## src/tpwm_pkg.sv

```systemverilog
/*
  Shared constants and carrier types for the timer pulse output block:
  register map, field positions, reset values, modes and APB carriers.
  Assumes a 32-bit APB with one aligned word per register.
*/
package tpwm_pkg;

  // ----------------------------------------------------------------
  // register byte offsets
  // ----------------------------------------------------------------
  localparam logic [7:0] TPWM_OFF_TIMER_CTRL = 8'h00;
  localparam logic [7:0] TPWM_OFF_OUT_CTRL = 8'h04;
  localparam logic [7:0] TPWM_OFF_ONESHOT_CTRL = 8'h08;
  localparam logic [7:0] TPWM_OFF_COMPARE_A = 8'h0C;
  localparam logic [7:0] TPWM_OFF_COMPARE_B = 8'h10;
  localparam logic [7:0] TPWM_OFF_CAPTURE = 8'h14;
  localparam logic [7:0] TPWM_OFF_COUNTER = 8'h18;
  localparam logic [7:0] TPWM_OFF_STATUS = 8'h1C;

  // ----------------------------------------------------------------
  // field positions
  // ----------------------------------------------------------------
  localparam int TPWM_TC_RUN = 0;
  localparam int TPWM_TC_PRESC_LO = 1;
  localparam int TPWM_TC_CLRB = 5;
  localparam int TPWM_TC_MODE_A_LO = 6;
  localparam int TPWM_TC_MODE_B_LO = 8;
  localparam int TPWM_OC_EN_A = 0;
  localparam int TPWM_OC_ALV_A = 1;
  localparam int TPWM_OC_EN_B = 2;
  localparam int TPWM_OC_ALV_B = 3;
  localparam int TPWM_OS_TRIG_LO = 0;
  localparam int TPWM_OS_RST_LO = 2;
  localparam int TPWM_ST_MATCH_LO = 0;
  localparam int TPWM_ST_CAPTURE = 2;
  localparam int TPWM_ST_OVERFLOW = 3;

  // ----------------------------------------------------------------
  // reset values and timing counts
  // ----------------------------------------------------------------
  localparam logic [15:0] TPWM_CMP_RESET = 16'hFFFF;
  localparam logic [3:0] TPWM_PRESC_MAX = 4'h8;
  localparam logic [10:0] TPWM_PRESC_FULL_MASK = 11'h7FF;
  localparam logic [1:0] TPWM_MIN_PHASE_CLKS = 2'h3;

  // output mode of one pulse channel
  typedef enum logic [1:0] {
    TPWM_MODE_FIXED,
    TPWM_MODE_PWM,
    TPWM_MODE_PPG,
    TPWM_MODE_ONESHOT
  } tpwm_mode_t;

  // apb request from the master
  typedef struct packed {
    logic psel;
    logic penable;
    logic pwrite;
    logic [7:0] paddr;
    logic [31:0] pwdata;
  } tpwm_apb_req_t;

  // apb answer to the master
  typedef struct packed {
    logic pready;
    logic pslverr;
    logic [31:0] prdata;
  } tpwm_apb_rsp_t;

endpackage

```

## src/tpwm_timer_out.sv

```systemverilog
/*
  Timer pulse output block: 16-bit up counter with prescaler, two compare
  registers, PWM / PPG / one-shot pulse outputs and both-edge capture.
  Assumes a single 125 MHz clock and an APB master on the same clock;
  the capture input is asynchronous and is synchronised here.
*/
`timescale 1ns/100ps

// What this block does
// - PWM period is one full 16-bit counter wrap; width is compare count.
// - output enable passes the waveform, otherwise the pin is held fixed.
// - PWM output changes at most once per period on a compare match.
// - compare set below counter in PWM gives a full duty period.
// - stopping the counter in PWM mode drives the inactive level.
// - disabled output shows inverse of active level select.
// - PPG period is compare_b plus one, width compare_a count clocks.
// - PPG drives only wave_out_a and needs clear on compare_b set.
// - PPG output changes at most once per period from compare_a.
// - compare_a at or below counter before match gives full duty.
// - compare_b below counter stretches period to a full wrap.
// - compare_b lowered before a match holds active until that match.
// - stopping the counter in PPG mode drives the inactive level.
// - one-shot trigger drives active; compare match returns inactive.
// - one-shot reset forces inactive until the next trigger.
// - the two one-shot channels work independently.
// - stopping the counter in one-shot mode holds the output level.
// - clear on match gives repeated match flags every compare plus one.
// - both edges of the capture input copy the counter to capture.
// - capture input phases under four clocks are ignored.
// - PWM duty settable in steps of one in 65536 on both outputs.
module tpwm_timer_out #(
  parameter int CNT_W = 16
) (
  input wire logic clk,
  input wire logic rst_n,
  input wire tpwm_pkg::tpwm_apb_req_t apb_req,
  output tpwm_pkg::tpwm_apb_rsp_t apb_rsp,
  input wire logic edge_capture_input,
  output logic wave_out_a,
  output logic wave_out_b,
  output logic irq_match_a,
  output logic irq_match_b,
  output logic irq_capture
);
  import tpwm_pkg::*;

  // ----------------------------------------------------------------
  // state
  // ----------------------------------------------------------------
  typedef struct packed {
    logic count_run;
    logic [3:0] presc_sel;
    logic clear_on_compare_b;
    logic [1:0][1:0] mode;
    logic [1:0] output_enable_bit;
    logic [1:0] active_level_select;
    logic [CNT_W-1:0] compare_a;
    logic [CNT_W-1:0] compare_b;
    logic [CNT_W-1:0] capture_reg;
    logic [CNT_W-1:0] main_counter;
    logic [10:0] div;
    logic [1:0] act;
    logic [1:0] done;
    logic [3:0] flags;
    logic [2:0] sync;
    logic filt;
    logic [1:0] fcnt;
    logic [1:0] wave;
    logic [31:0] prdata;
    logic pslverr;
  } tpwm_state_t;

  tpwm_state_t s_q;
  tpwm_state_t s_d;

  // mask of divider bits that must all be set for one count clock
  function automatic logic [10:0] presc_mask(input logic [3:0] sel);
    logic [3:0] s;
    s = (sel > TPWM_PRESC_MAX) ? TPWM_PRESC_MAX : sel;
    return TPWM_PRESC_FULL_MASK >> (TPWM_PRESC_MAX - s);
  endfunction

  // pin level for a channel from mode, active flag and control bits
  function automatic logic pin_level(input logic [1:0] m, input logic act,
                                     input logic en, input logic alv);
    logic lvl;
    lvl = ~alv;
    if (en)
    begin
      unique case (tpwm_mode_t'(m))
        TPWM_MODE_PWM, TPWM_MODE_PPG: lvl = act ? ~alv : alv;
        TPWM_MODE_ONESHOT: lvl = act ? alv : ~alv;
        TPWM_MODE_FIXED: lvl = ~alv;
      endcase
    end
    return lvl;
  endfunction

  // ----------------------------------------------------------------
  // next state
  // ----------------------------------------------------------------
  logic setup;
  logic wr;
  logic tick;
  logic cnt_tick;
  logic ovf;
  logic [1:0] match;
  logic [1:0] trig;
  logic [1:0] ost_rst;
  logic cap_evt;
  logic [3:0] st_clr;
  logic [CNT_W-1:0] nxt;
  logic [1:0] mode_c;

  // whole block next-state logic
  always_comb
  begin
    s_d = s_q;
    mode_c = 2'h0;
    setup = apb_req.psel & ~apb_req.penable;
    wr = apb_req.psel & apb_req.penable & apb_req.pwrite;
    trig = 2'h0;
    ost_rst = 2'h0;
    st_clr = 4'h0;
    cap_evt = 1'b0;

    // register writes take effect at the access edge
    if (wr)
    begin
      unique case (apb_req.paddr)
        TPWM_OFF_TIMER_CTRL:
        begin
          s_d.count_run = apb_req.pwdata[TPWM_TC_RUN];
          s_d.presc_sel = apb_req.pwdata[TPWM_TC_PRESC_LO +: 4];
          s_d.clear_on_compare_b = apb_req.pwdata[TPWM_TC_CLRB];
          s_d.mode[0] = apb_req.pwdata[TPWM_TC_MODE_A_LO +: 2];
          s_d.mode[1] = apb_req.pwdata[TPWM_TC_MODE_B_LO +: 2];
        end
        TPWM_OFF_OUT_CTRL:
        begin
          s_d.output_enable_bit[0] = apb_req.pwdata[TPWM_OC_EN_A];
          s_d.active_level_select[0] = apb_req.pwdata[TPWM_OC_ALV_A];
          s_d.output_enable_bit[1] = apb_req.pwdata[TPWM_OC_EN_B];
          s_d.active_level_select[1] = apb_req.pwdata[TPWM_OC_ALV_B];
        end
        TPWM_OFF_ONESHOT_CTRL:
        begin
          trig = apb_req.pwdata[TPWM_OS_TRIG_LO +: 2];
          ost_rst = apb_req.pwdata[TPWM_OS_RST_LO +: 2];
        end
        TPWM_OFF_COMPARE_A: s_d.compare_a = apb_req.pwdata[CNT_W-1:0];
        TPWM_OFF_COMPARE_B: s_d.compare_b = apb_req.pwdata[CNT_W-1:0];
        TPWM_OFF_STATUS: st_clr = apb_req.pwdata[3:0];
        default: ;
      endcase
    end

    // read data and error are captured in the setup cycle
    if (setup)
    begin
      s_d.prdata = 32'h0000_0000;
      s_d.pslverr = 1'b0;
      unique case (apb_req.paddr)
        TPWM_OFF_TIMER_CTRL:
        begin
          s_d.prdata[TPWM_TC_RUN] = s_q.count_run;
          s_d.prdata[TPWM_TC_PRESC_LO +: 4] = s_q.presc_sel;
          s_d.prdata[TPWM_TC_CLRB] = s_q.clear_on_compare_b;
          s_d.prdata[TPWM_TC_MODE_A_LO +: 2] = s_q.mode[0];
          s_d.prdata[TPWM_TC_MODE_B_LO +: 2] = s_q.mode[1];
        end
        TPWM_OFF_OUT_CTRL:
        begin
          s_d.prdata[TPWM_OC_EN_A] = s_q.output_enable_bit[0];
          s_d.prdata[TPWM_OC_ALV_A] = s_q.active_level_select[0];
          s_d.prdata[TPWM_OC_EN_B] = s_q.output_enable_bit[1];
          s_d.prdata[TPWM_OC_ALV_B] = s_q.active_level_select[1];
        end
        TPWM_OFF_ONESHOT_CTRL: ; // trigger bits read as zero
        TPWM_OFF_COMPARE_A: s_d.prdata[CNT_W-1:0] = s_q.compare_a;
        TPWM_OFF_COMPARE_B: s_d.prdata[CNT_W-1:0] = s_q.compare_b;
        TPWM_OFF_CAPTURE: s_d.prdata[CNT_W-1:0] = s_q.capture_reg;
        TPWM_OFF_COUNTER: s_d.prdata[CNT_W-1:0] = s_q.main_counter;
        TPWM_OFF_STATUS: s_d.prdata[3:0] = s_q.flags;
        default: s_d.pslverr = 1'b1; // unmapped address
      endcase
    end

    // prescaler: free divider, one count clock pulse per wrap of the mask
    s_d.div = s_q.div + 11'h001;
    tick = &(s_q.div | ~presc_mask(s_q.presc_sel));
    cnt_tick = tick & s_q.count_run;

    // counter step, with optional clear after reaching compare_b
    // interval clear
    if (s_q.clear_on_compare_b && s_q.main_counter == s_q.compare_b)
      nxt = '0;
    else
      nxt = s_q.main_counter + 1'b1;
    if (cnt_tick)
      s_d.main_counter = nxt;

    match[0] = cnt_tick && (nxt == s_q.compare_a);
    match[1] = cnt_tick && (nxt == s_q.compare_b);
    ovf = cnt_tick && (nxt == '0);

    // per-channel waveform state
    for (int i = 0; i < 2; i++)
    begin
      mode_c = s_q.mode[i];
      if (i == 1 && tpwm_mode_t'(mode_c) == TPWM_MODE_PPG)
        mode_c = TPWM_MODE_FIXED;
      unique case (tpwm_mode_t'(mode_c))
        TPWM_MODE_PWM, TPWM_MODE_PPG:
        begin
          if (!s_q.count_run)
          begin
            s_d.act[i] = 1'b1;
            s_d.done[i] = 1'b0;
          end
          else
          begin
            if (ovf)
            begin
              s_d.act[i] = 1'b1;
              s_d.done[i] = 1'b0;
            end
            if (match[i] && !s_q.done[i])
            begin
              s_d.act[i] = 1'b0;
              s_d.done[i] = 1'b1;
            end
          end
        end
        TPWM_MODE_ONESHOT:
        begin
          if (match[i])
            s_d.act[i] = 1'b0;
          if (ost_rst[i])
            s_d.act[i] = 1'b0;
          if (trig[i])
            s_d.act[i] = 1'b1;
          s_d.done[i] = 1'b0;
        end
        TPWM_MODE_FIXED:
        begin
          s_d.act[i] = 1'b0;
          s_d.done[i] = 1'b0;
        end
      endcase
      s_d.wave[i] = pin_level(mode_c, s_d.act[i],
                              s_q.output_enable_bit[i],
                              s_q.active_level_select[i]);
    end

    // capture input: three stage synchroniser
    s_d.sync = {s_q.sync[1:0], edge_capture_input};
    if (s_q.sync[1] == s_q.sync[2] && s_q.sync[2] != s_q.filt)
    begin
      if (s_q.fcnt == TPWM_MIN_PHASE_CLKS - 2'h1)
      begin
        s_d.filt = s_q.sync[2];
        s_d.fcnt = 2'h0;
        cap_evt = 1'b1;
      end
      else
        s_d.fcnt = s_q.fcnt + 2'h1;
    end
    else
      s_d.fcnt = 2'h0;
    if (cap_evt)
      s_d.capture_reg = s_q.main_counter;

    // sticky status, set wins over write one to clear
    // match flag per compare
    s_d.flags = s_q.flags & ~st_clr;
    s_d.flags[TPWM_ST_MATCH_LO +: 2] = s_d.flags[TPWM_ST_MATCH_LO +: 2]
                                       | match;
    s_d.flags[TPWM_ST_CAPTURE] = s_d.flags[TPWM_ST_CAPTURE] | cap_evt;
    s_d.flags[TPWM_ST_OVERFLOW] = s_d.flags[TPWM_ST_OVERFLOW] | ovf;
  end

  // ----------------------------------------------------------------
  // state register
  // ----------------------------------------------------------------
  // all state under asynchronous reset
  always_ff @(posedge clk or negedge rst_n)
  begin
    if (!rst_n)
    begin
      s_q <= '0;
      s_q.compare_a <= TPWM_CMP_RESET;
      s_q.compare_b <= TPWM_CMP_RESET;
      s_q.wave <= 2'h3; // disabled, select 0: pins high
    end
    else
      s_q <= s_d;
  end

  // ----------------------------------------------------------------
  // outputs
  // ----------------------------------------------------------------
  // zero wait state apb answer and pin drive
  assign apb_rsp.pready = 1'b1;
  assign apb_rsp.pslverr = s_q.pslverr;
  assign apb_rsp.prdata = s_q.prdata;
  assign wave_out_a = s_q.wave[0];
  assign wave_out_b = s_q.wave[1];
  assign irq_match_a = s_q.flags[TPWM_ST_MATCH_LO];
  assign irq_match_b = s_q.flags[TPWM_ST_MATCH_LO + 1];
  assign irq_capture = s_q.flags[TPWM_ST_CAPTURE];

endmodule

```

## config.mk

```make
export PLATFORM = sky130hd
export DESIGN_NAME = tpwm_timer_out
export DESIGN_NICKNAME = d
export VERILOG_FILES = /design/src/tpwm_pkg.sv /design/src/tpwm_timer_out.sv
export SDC_FILE = /design/constraint.sdc
export NUM_CORES = 1
export LEC_CHECK = 0
export BUFFER_PORTS_ARGS = -buffer_cell sky130_fd_sc_hd__buf_4
export CORE_MARGIN = 4
export CORE_UTILIZATION = 35
export DETAILED_ROUTE_END_ITERATION = 7
export SYNTH_ARGS = -nofsm -noshare
export SYNTH_HDL_FRONTEND = slang
export SYNTH_SLANG_ARGS = --single-unit
```

## constraint.sdc

```tcl
create_clock -name clk -period 3.47 [get_ports clk]
set_clock_uncertainty 0.2 [all_clocks]
set_input_delay 0.347 -clock clk [delete_from_list [all_inputs] [get_ports clk]]
set_output_delay 0.347 -clock clk [all_outputs]
set_load 0.1 [all_outputs]
```

==> qor.yml, run 1 <==
worst_hold_path:
  min_path_type: "primary input to flop"
  hold_depth: 2
synth:
  synthMuxAreaShare_pct: 9.58
  yosysTopAreaCell: "dfrtp_1"
  synth_xor_area_share_pct: 5.63
  ys.flop_type: "dfrtp_1"
  ys_types: 84
  syn-instance-count: 759
  synthSimpleGateAreaFrac_pct: 17.9
  netlist_area_um2: 7380
  ys_warn_count: 0
  synth_common_cells: "dfrtp_1, nand2_1, mux2_2"
  synth_compound_area_share_pct: 16.8
  synthTopCellsByArea: "dfrtp_1, dfstp_2, mux2_2, nand2_1, o21ai_0"
  ys_seq_area_share_pct: 42.0
  async_reset_ff_share_pct: 100
  synth-edff-count: 0
  synth_seq_cells: 122
  synth_area_per_cell_um2: 9.72
  synth_top_cell_area_share_pct: 29.9
  synth_top_family_by_area: "simple AND/OR/NAND/NOR gates"
  synthAdderAreaFrac_pct: 1.19
pwr:
  p_leak_nw: 4.33
  power_density_nw_per_um2: 389
  irDropWorstVdd_mv: 0.280
  finalPower_w: 0.00370
detailed_routing:
  drt_iter0_markers: 776
  drt-wirelength-per-cell_um: 19.7
  first_pass_iters: 5
  dr_total_vias: 6539
  vias_per_cell: 5.54
  drc: 0
  drt-total-wl_um: 23300
  antenna_left: 0
critical_path:
  worstPathArrival_ns: 3.73
  rr_worst_depth: 13
  start_kind: "flop"
  cp_data_required_time_ns: 3.63
  critPathKind: "flop to flop"
  critPathMaxFanout: 3
  endpoint_kind: "flop"
timing:
  slew_headroom_pct: 45.3
  finalCriticalPeriod_ns: 3.56
  setup_viol: 2
  finalHoldViolCount: 0
  fin_tns_setup_ns: -0.130
  period_share_pct: 103
  slew_violations: 0
  grt_setup_unrepaired: "yes"
  worstMarginPinSlew_ns: 0.818
  finalWorstSetupSlack_ns: -0.0944
  fmax_ghz: 0.281
cts:
  cts_buffers: 17
  h-tree-depth: 4
  insertion_delay_ns: 0.43
  cts_max_path_buffers: 2
  cts_tree: "built"
  clockRootBuffer: "clkbuf_16"
  clk_pin_slew_ns: 0.06
  clkSinkCount: 122
floorplan:
  io_pins: 85
  start_util_pct: 36.0
  dieArea_um2: 23500
  dieHeight_um: 153
  core_um2: 20500
  rows: 52
  dieWidth_um: 153
grt:
  use_met2_pct: 28.6
  grt_max_degree: 81
  met3_usage_pct: 4.04
  grt_usage_pct: 19.6
  met1_usage_pct: 29.2
  overflow: 0
  antenna_found_initial: 0
  grt-busiest-layer: "met1"
  grt_pass1_vias: 6265
  grt_pass1_wl_um: 36100
finish:
  drive_gt1_share_pct: 36.4
  area_growth_pct: 29.1
  n_antenna_cell: 0
  final_util_pct: 46.4
  final-instance-count-excl-fill: 1181
  layout.nets: 951
  fillers: 1959
run:
  drv_cap: 0
placement:
  port-buffer-count: 51
  place_congestion: 0.946
  place_ws_ns: -0.174
  dp_hpwl_um: 17500
  dp_cells: 1129
status:
  violations: "negative setup slack"
  outcome: "finished, violations left"
==> sequential cells by signal (all words and copies together), names as in the netlist <==
signal	flops
apb_rsp	17
irq_capture	1
irq_match_a	1
irq_match_b	1
s_d	2
s_q	98
wave_out_a	1
wave_out_b	1
==> timing repair <==
item,CTS,global route
gates resized for setup,10,21
buffers inserted,6,3
pin swaps,13,12
endpoints found under the setup margin,3,5
hold endpoints to repair,47,0
hold buffers,13,0
==> cells in the final DEF (no fill, tap or decap), types with 6 or more instances in the layout <==
master           n
a21boi_0         6
a21oi_1         15
a221oi_1         8
a222oi_1        17
a22oi_1          7
and3_1          11
buf_4          162
clkbuf_16       17
conb_1          17
dfrtp_1         86
dfstp_2         34
dlygate4sd3_1   13
ha_1             6
inv_1           19
mux2_2          61
nand2_1         87
nand2b_1         8
nand3_1         13
nand4_1         15
nor2_1          40
nor3_1          21
nor4_1          10
o21ai_0         52
xnor2_1         21
xor2_1          19
==> routing by layer <==
layer	share of wire (%)	routed length, µm
met5	0	0
met4	1.8	425
met3	6.8	1570
met2	43	10100
met1	48	11200
==> worst paths after layout <==
kind / startpoint / slack (ns) / end
max: s_q[61] / -0.09 / wave_out_b
min: apb_req[1] / 0.02 / s_q[124]
max reg2reg: s_q[61] / -0.09 / wave_out_b
min reg2reg: s_d[39] / 0.15 / s_d[40]
max in group asynchronous: rst_n / 1.98 / s_q[64]
min in group asynchronous: rst_n / 0.26 / s_q[47]
==> final cells by class <==
type | count | area [µm²] | share of cell area, %
Multi-Input combinational cell | 558 | 3980 | 41.8
Sequential cell | 122 | 3100 | 32.5
Clock inverter | 11 | 145 | 1.52
Timing Repair Buffer | 180 | 1420 | 14.9
Tap cell | 270 | 338 | 3.55
Inverter | 19 | 71.3 | 0.749
Clock buffer | 21 | 470 | 4.94
==> stage by stage <==
stage	area, µm²	hold slack, ns
5_1_grt	9520	0.0161
3_3_place_gp	8580	0.133
3_5_place_dp	8580	0.136
2_1_floorplan	7460	-0.149
6_report	9520	0.0173
4_1_cts	9410	0.00766
==> where the power goes <==
part	switching [W]	internal, W	total, W
combinational	0.000244	0.000126	0.000370
sequential	0.0000250	0.00146	0.00148
clock	0.000663	0.00118	0.00185
total	0.000932	0.00277	0.00370
==> critical path: stages (launching register included) <==
cell and delay [ns]:
dfrtp_1 0.41, ha_4 0.16, nand4_1 0.16, buf_4 0.19, or4b_4 0.51, xor2_2 0.19
nand4_1 0.13, o41ai_2 0.37, buf_4 0.21, nand2_4 0.05, a311oi_4 0.33, a221oi_2 0.11
or3_1 0.40, nand2_2 0.08
==> cell families after synthesis <==
group | count (synthesis)
muxes | 63
AOI/OAI and AO/OA | 168
other | 2
adders and majority gates | 7
buffers and inverters | 94
and+or+nand+nor | 258
xor gates and xnor gates | 45
DFF | 122
(Power assumes the default switching activity.)
==> run 2: changes to the inputs <==
==> constraint.sdc (replaced) <==
create_clock -name clk -period 3.7 [get_ports clk]
set_clock_uncertainty 0.2 [all_clocks]
set_input_delay 0.37 -clock clk [delete_from_list [all_inputs] [get_ports clk]]
set_output_delay 0.37 -clock clk [all_outputs]
set_load 0.1 [all_outputs]
==> run 2 against run 1 <==
Effect of this change:
- the flow now finishes without violations
- flip-flop and latch count is the same
- via count down 3.4%
- total power decreased by 9.0%
- global-route usage shrank 0.81 points
- critical path type unchanged
==> qor.yml, run 2 (same netlist as run 1, synthesis figures left out) <==
detailed_routing:
  drt-wirelength-per-cell_um: 19.5
  antenna_left: 0
  drt_iter0_markers: 775
  drc: 0
  vias_per_cell: 5.59
  drt-total-wl_um: 22100
  first_pass_iters: 8
  dr_total_vias: 6315
critical_path:
  crit_start: "s_q[62]"
  critPathKind: "flop to flop"
  crit_end: "wave_out_a"
  r2r-end: "wave_out_a"
  start_kind: "flop"
  rr_worst_depth: 10
  cp_data_required_time_ns: 3.86
  worstPathArrival_ns: 3.77
  r2r_start: "s_q[62]"
  critPathMaxFanout: 8
  reg2reg_setup_slack_ns: 0.09
  endpoint_kind: "flop"
timing:
  grt_setup_unrepaired: "yes"
  fmax_ghz: 0.277
  hold_ws_ns: 0.0206
  period_share_pct: 97.5
  slew_headroom_pct: 38.2
  setup_viol: 0
  finalHoldViolCount: 0
  fin_tns_setup_ns: 0
  worstMarginPinSlew_ns: 0.927
  finalCriticalPeriod_ns: 3.61
  slew_violations: 0
finish:
  drive_gt1_share_pct: 31.2
  seqCellArea_um2: 3100
  layout_commonest_cell: "buf_4"
  layout.nets: 899
  area_growth_pct: 21.7
  fillers: 1988
  mostFrequentLayoutCells: "buf_4, nand2_1, dfrtp_1"
  largest_reg_flops: 98
  multi_input_area_um2: 3880
  n_antenna_cell: 0
  final_area_um2: 8970
  regMostFlops: "s_q"
grt:
  grt_pass1_vias: 6217
  overflow: 0
  grt_max_degree: 85
  grt_pass1_wl_um: 35000
  grt_usage_pct: 18.8
  antenna_found_initial: 0
floorplan:
  io_pins: 85
  dieArea_um2: 23500
  dieHeight_um: 153
  rows: 52
  dieWidth_um: 153
  start_util_pct: 36.0
  core_um2: 20500
status:
  outcome: "finished, final reports clean"
placement:
  place_area_um2: 8230
  port-buffer-count: 51
  dp_hpwl_um: 16500
  place_congestion: 0.953
cts:
  cts_buffers: 17
  cts_tree: "built"
  clk_pin_slew_ns: 0.06
  h-tree-depth: 4
  cts_setup_buffers: 0
  insertion_delay_ns: 0.43
  cts_max_path_buffers: 2
  clockRootBuffer: "clkbuf_16"
  clkSinkCount: 122
pwr:
  irDropWorstVdd_mv: 0.260
  p_leak_nw: 4.03
  power_density_nw_per_um2: 375
run:
  drv_cap: 0
worst_hold_path:
  min_path_type: "primary input to flop"
run 2: layer usage:
layer  global-route usage, %  wire [µm]
met1                    26.3       9820
met2                    29.4      10200
met3                    3.82       1560
met4                    5.90        535
met5                       0          0
run 2: area by class of cell:
type                            instances  share of cell area [%]
Clock buffer                           18                    4.89
Timing Repair Buffer                  128                    11.2
Clock inverter                         14                    1.63
Sequential cell                       122                    34.5
Tap cell                              270                    3.76
Inverter                               19                   0.795
Multi-Input combinational cell        558                    43.2
run 2: worst max-delay path, stage by stage (launching register included):
cell and delay (ns):
dfrtp_1 0.45, buf_4 0.20, xor2_1 0.19, or4_1 0.55, or4_4 0.58, a211o_1 0.28, o311ai_1 0.10, o2111ai_2 0.26
and3_1 0.24, a311o_1 0.31, o21a_1 0.17
run 2: worst min-delay path by stage:
stage / from / to / slack, ns / depth (start not counted)
after floorplan: rst_n / apb_rsp[0] / -0.13 / 0
after global placement: s_d[39] / s_d[40] / 0.14 / 0
after detailed placement: s_d[39] / s_d[40] / 0.14 / 0
after CTS: apb_req[5] / s_q[97] / 0.005 / 2
after global routing: apb_req[5] / s_q[97] / 0.01 / 2
final: apb_req[5] / s_q[97] / 0.02 / 2
run 2: where the power goes:
group,switching [W],internal (W)
registers,0.0000257,0.00137
clock network,0.000635,0.00101
logic,0.000220,0.000109
total,0.000880,0.00248
run 2: per-stage QoR:
step                      instances  worst slack, ns  power [W]  util, %
final                          1129           0.0942    0.00336     43.8
after global routing           1129         -0.00106    0.00348     43.8
after CTS                      1129            0.101    0.00340     43.6
after detailed placement       1085            0.102    0.00173     40.2
after global placement         1085            0.119    0.00173     40.2
after floorplan                 774           0.0482    0.00163        -
run 2: repair_timing:
action,4_1_cts,5_1_grt
gates resized for setup,0,6
hold buffers,12,0
hold endpoints to repair,38,0
endpoints found under the setup margin,0,2
==> run 3: changes to the inputs <==
--- a/config.mk
+++ b/config.mk
@@ -9,6 +9,7 @@
 export CORE_MARGIN = 4
 export CORE_UTILIZATION = 35
 export DETAILED_ROUTE_END_ITERATION = 7
+export REMOVE_ABC_BUFFERS = 1
 export SYNTH_ARGS = -nofsm -noshare
 export SYNTH_HDL_FRONTEND = slang
 export SYNTH_SLANG_ARGS = --single-unit
==> run 3 against run 2 <==
Effect of this change:
- cell count up 1.2%
- largest cell class unchanged
- design area up 2.1%
- hold slack better by 0.020 ns
- first-iteration DRC count down 14%
- non-clock buffer count up 13
- worst setup slack better by 0.037 ns
- fmax up 1.0%
- clock power up 9%
- largest power group unchanged
- count of clock-buffer cells in the layout up 2
- critical path depth up 2
- global-route usage up 0.74 points
==> qor.yml, run 3 (same netlist as run 1, synthesis figures left out) <==
timing:
  finalHoldViolCount: 0
  fmax_ghz: 0.280
  finalWorstSetupSlack_ns: 0.131
  fin_tns_setup_ns: 0
  slew_violations: 0
  slew_headroom_pct: 42.1
  setup_viol: 0
  worstMarginPinSlew_ns: 0.867
  finalCriticalPeriod_ns: 3.57
  period_share_pct: 96.5
  hold_ws_ns: 0.0404
cts:
  cts_max_path_buffers: 2
  clkSinkCount: 122
  h-tree-depth: 4
  cts_setup_buffers: 0
  cts_buffers: 17
  cts_tree: "built"
  clockRootBuffer: "clkbuf_16"
  clk_pin_slew_ns: 0.06
  insertion_delay_ns: 0.42
detailed_routing:
  drt_iter0_markers: 670
  drc: 0
  antenna_left: 0
  first_pass_iters: 7
  vias_per_cell: 5.55
  drt-total-wl_um: 22800
  drt-wirelength-per-cell_um: 20.0
  dr_total_vias: 6334
status:
  outcome: "finished, final reports clean"
finish:
  largest_reg_flops: 98
  final_util_pct: 44.7
  area_growth_pct: 24.2
  final_area_um2: 9160
  n_antenna_cell: 0
  layout_commonest_cell: "buf_4"
  regMostFlops: "s_q"
  layout.nets: 912
  mostFrequentLayoutCells: "buf_4, nand2_1, dfrtp_1"
  drive_gt1_share_pct: 32.0
run:
  drv_cap: 0
floorplan:
  io_pins: 85
  rows: 52
  dieWidth_um: 153
  core_um2: 20500
  dieHeight_um: 153
  start_util_pct: 36.0
  dieArea_um2: 23500
grt:
  overflow: 0
  grt_pass1_vias: 6183
  grt_usage_pct: 19.5
  grt_max_degree: 55
  antenna_found_initial: 0
  grt_pass1_wl_um: 36100
pwr:
  irDropWorstVdd_mv: 0.306
  p_leak_nw: 4.12
  power_density_nw_per_um2: 385
critical_path:
  crit_chain: "buf_4 -> nand3_1 -> o31a_1 -> o21ba_2 -> nor4_2 -> buf_4 -> a21oi_1 -> o21ai_0 -> o2111ai_4 -> and3_1 -> a311o_1 -> o21a_1"
  critPathMaxFanout: 7
  start_kind: "flop"
  worst_path_max_delay_cell: "o31a_1"
  cp_data_required_time_ns: 3.86
  cpMostUsedCell: "buf_4"
  slowest_delay_ns: 0.40
  worstPathArrival_ns: 3.73
  path_buf_inv: 2
  endpoint_kind: "flop"
  cp_top_family: "compound AO/OA/AOI/OAI gates"
  critPathKind: "flop to flop"
placement:
  place_congestion: 0.984
  place_ws_ns: 0.0823
  dp_hpwl_um: 16800
  port-buffer-count: 51
  place_area_um2: 8320
worst_hold_path:
  min_path_type: "primary input to flop"
## run 3: cell count changes in the layout (fill, tap and decap cells not counted), moves of 2 or more
cell	before	now
clkinvlp_4	3	5
buf_4	115	126
inv_6	2	0
a211oi_2	2	0
bufinv_16	2	4
dlygate4sd3_1	12	14
clkinv_4	3	0
a211oi_1	1	3
## run 3: timing repair
| action | in CTS | in global routing |
|---|---|---|
| hold endpoints to repair | 72 | 0 |
| resized for setup | 0 | 10 |
| hold buffers | 14 | 0 |
| endpoints found under the setup margin | 0 | 3 |
## run 3: layout make-up
class	instances	area, µm²
fill	1986	11300
multi-input combinational	558	3920
sequential	122	3100
timing repair buffer	141	1110
clock buffer	20	457
tap	270	338
clock inverter	12	173
inverter	19	71.3
## run 3: per-stage QoR
stage	cells	power, W
global placement	1096	0.00174
CTS	1142	0.00355
finish	1142	0.00352
detailed placement	1096	0.00174
global route	1142	0.00365
floorplan	699	0.00161
## run 3: worst register-to-register path, cell delays in order (launching register included)
cell and delay (ns):
dfrtp_1 0.39, buf_4 0.17, nand3_1 0.27, o31a_1 0.40
o21ba_2 0.24, nor4_2 0.34, buf_4 0.18, a21oi_1 0.06
o21ai_0 0.30, o2111ai_4 0.24, and3_1 0.23, a311o_1 0.32
o21a_1 0.17
## run 3: final timing paths
| check | cells after the start | slack (ns) | start | endpoint |
|---|---|---|---|---|
| min reg2reg | 0 | 0.15 | s_d[39] | s_d[40] |
| max in group asynchronous | 3 | 2.14 | rst_n | s_q[70] |
| min in group asynchronous | 2 | 0.33 | rst_n | s_q[125] |
| max reg2reg | 12 | 0.13 | s_q[69] | wave_out_a |
| max | 12 | 0.13 | s_q[69] | wave_out_a |
| min | 2 | 0.04 | apb_req[3] | s_q[135] |
## run 3: per-layer routing
| layer | global-route usage, % | vias up | share of wire [%] |
|---|---|---|---|
| met5 | 0 | - | 0 |
| li1 | - | 2947 | - |
| met1 | 27.6 | 3164 | 46 |
| met2 | 30.6 | 195 | 46 |
| met4 | 5.69 | 0 | 1.9 |
| met3 | 3.70 | 28 | 5.8 |
## run 3: power by group
part           switching (W)  leakage (nW)  internal, W
clock network       0.000630         0.294      0.00116
registers          0.0000239          1.51      0.00137
logic               0.000225          2.31     0.000119
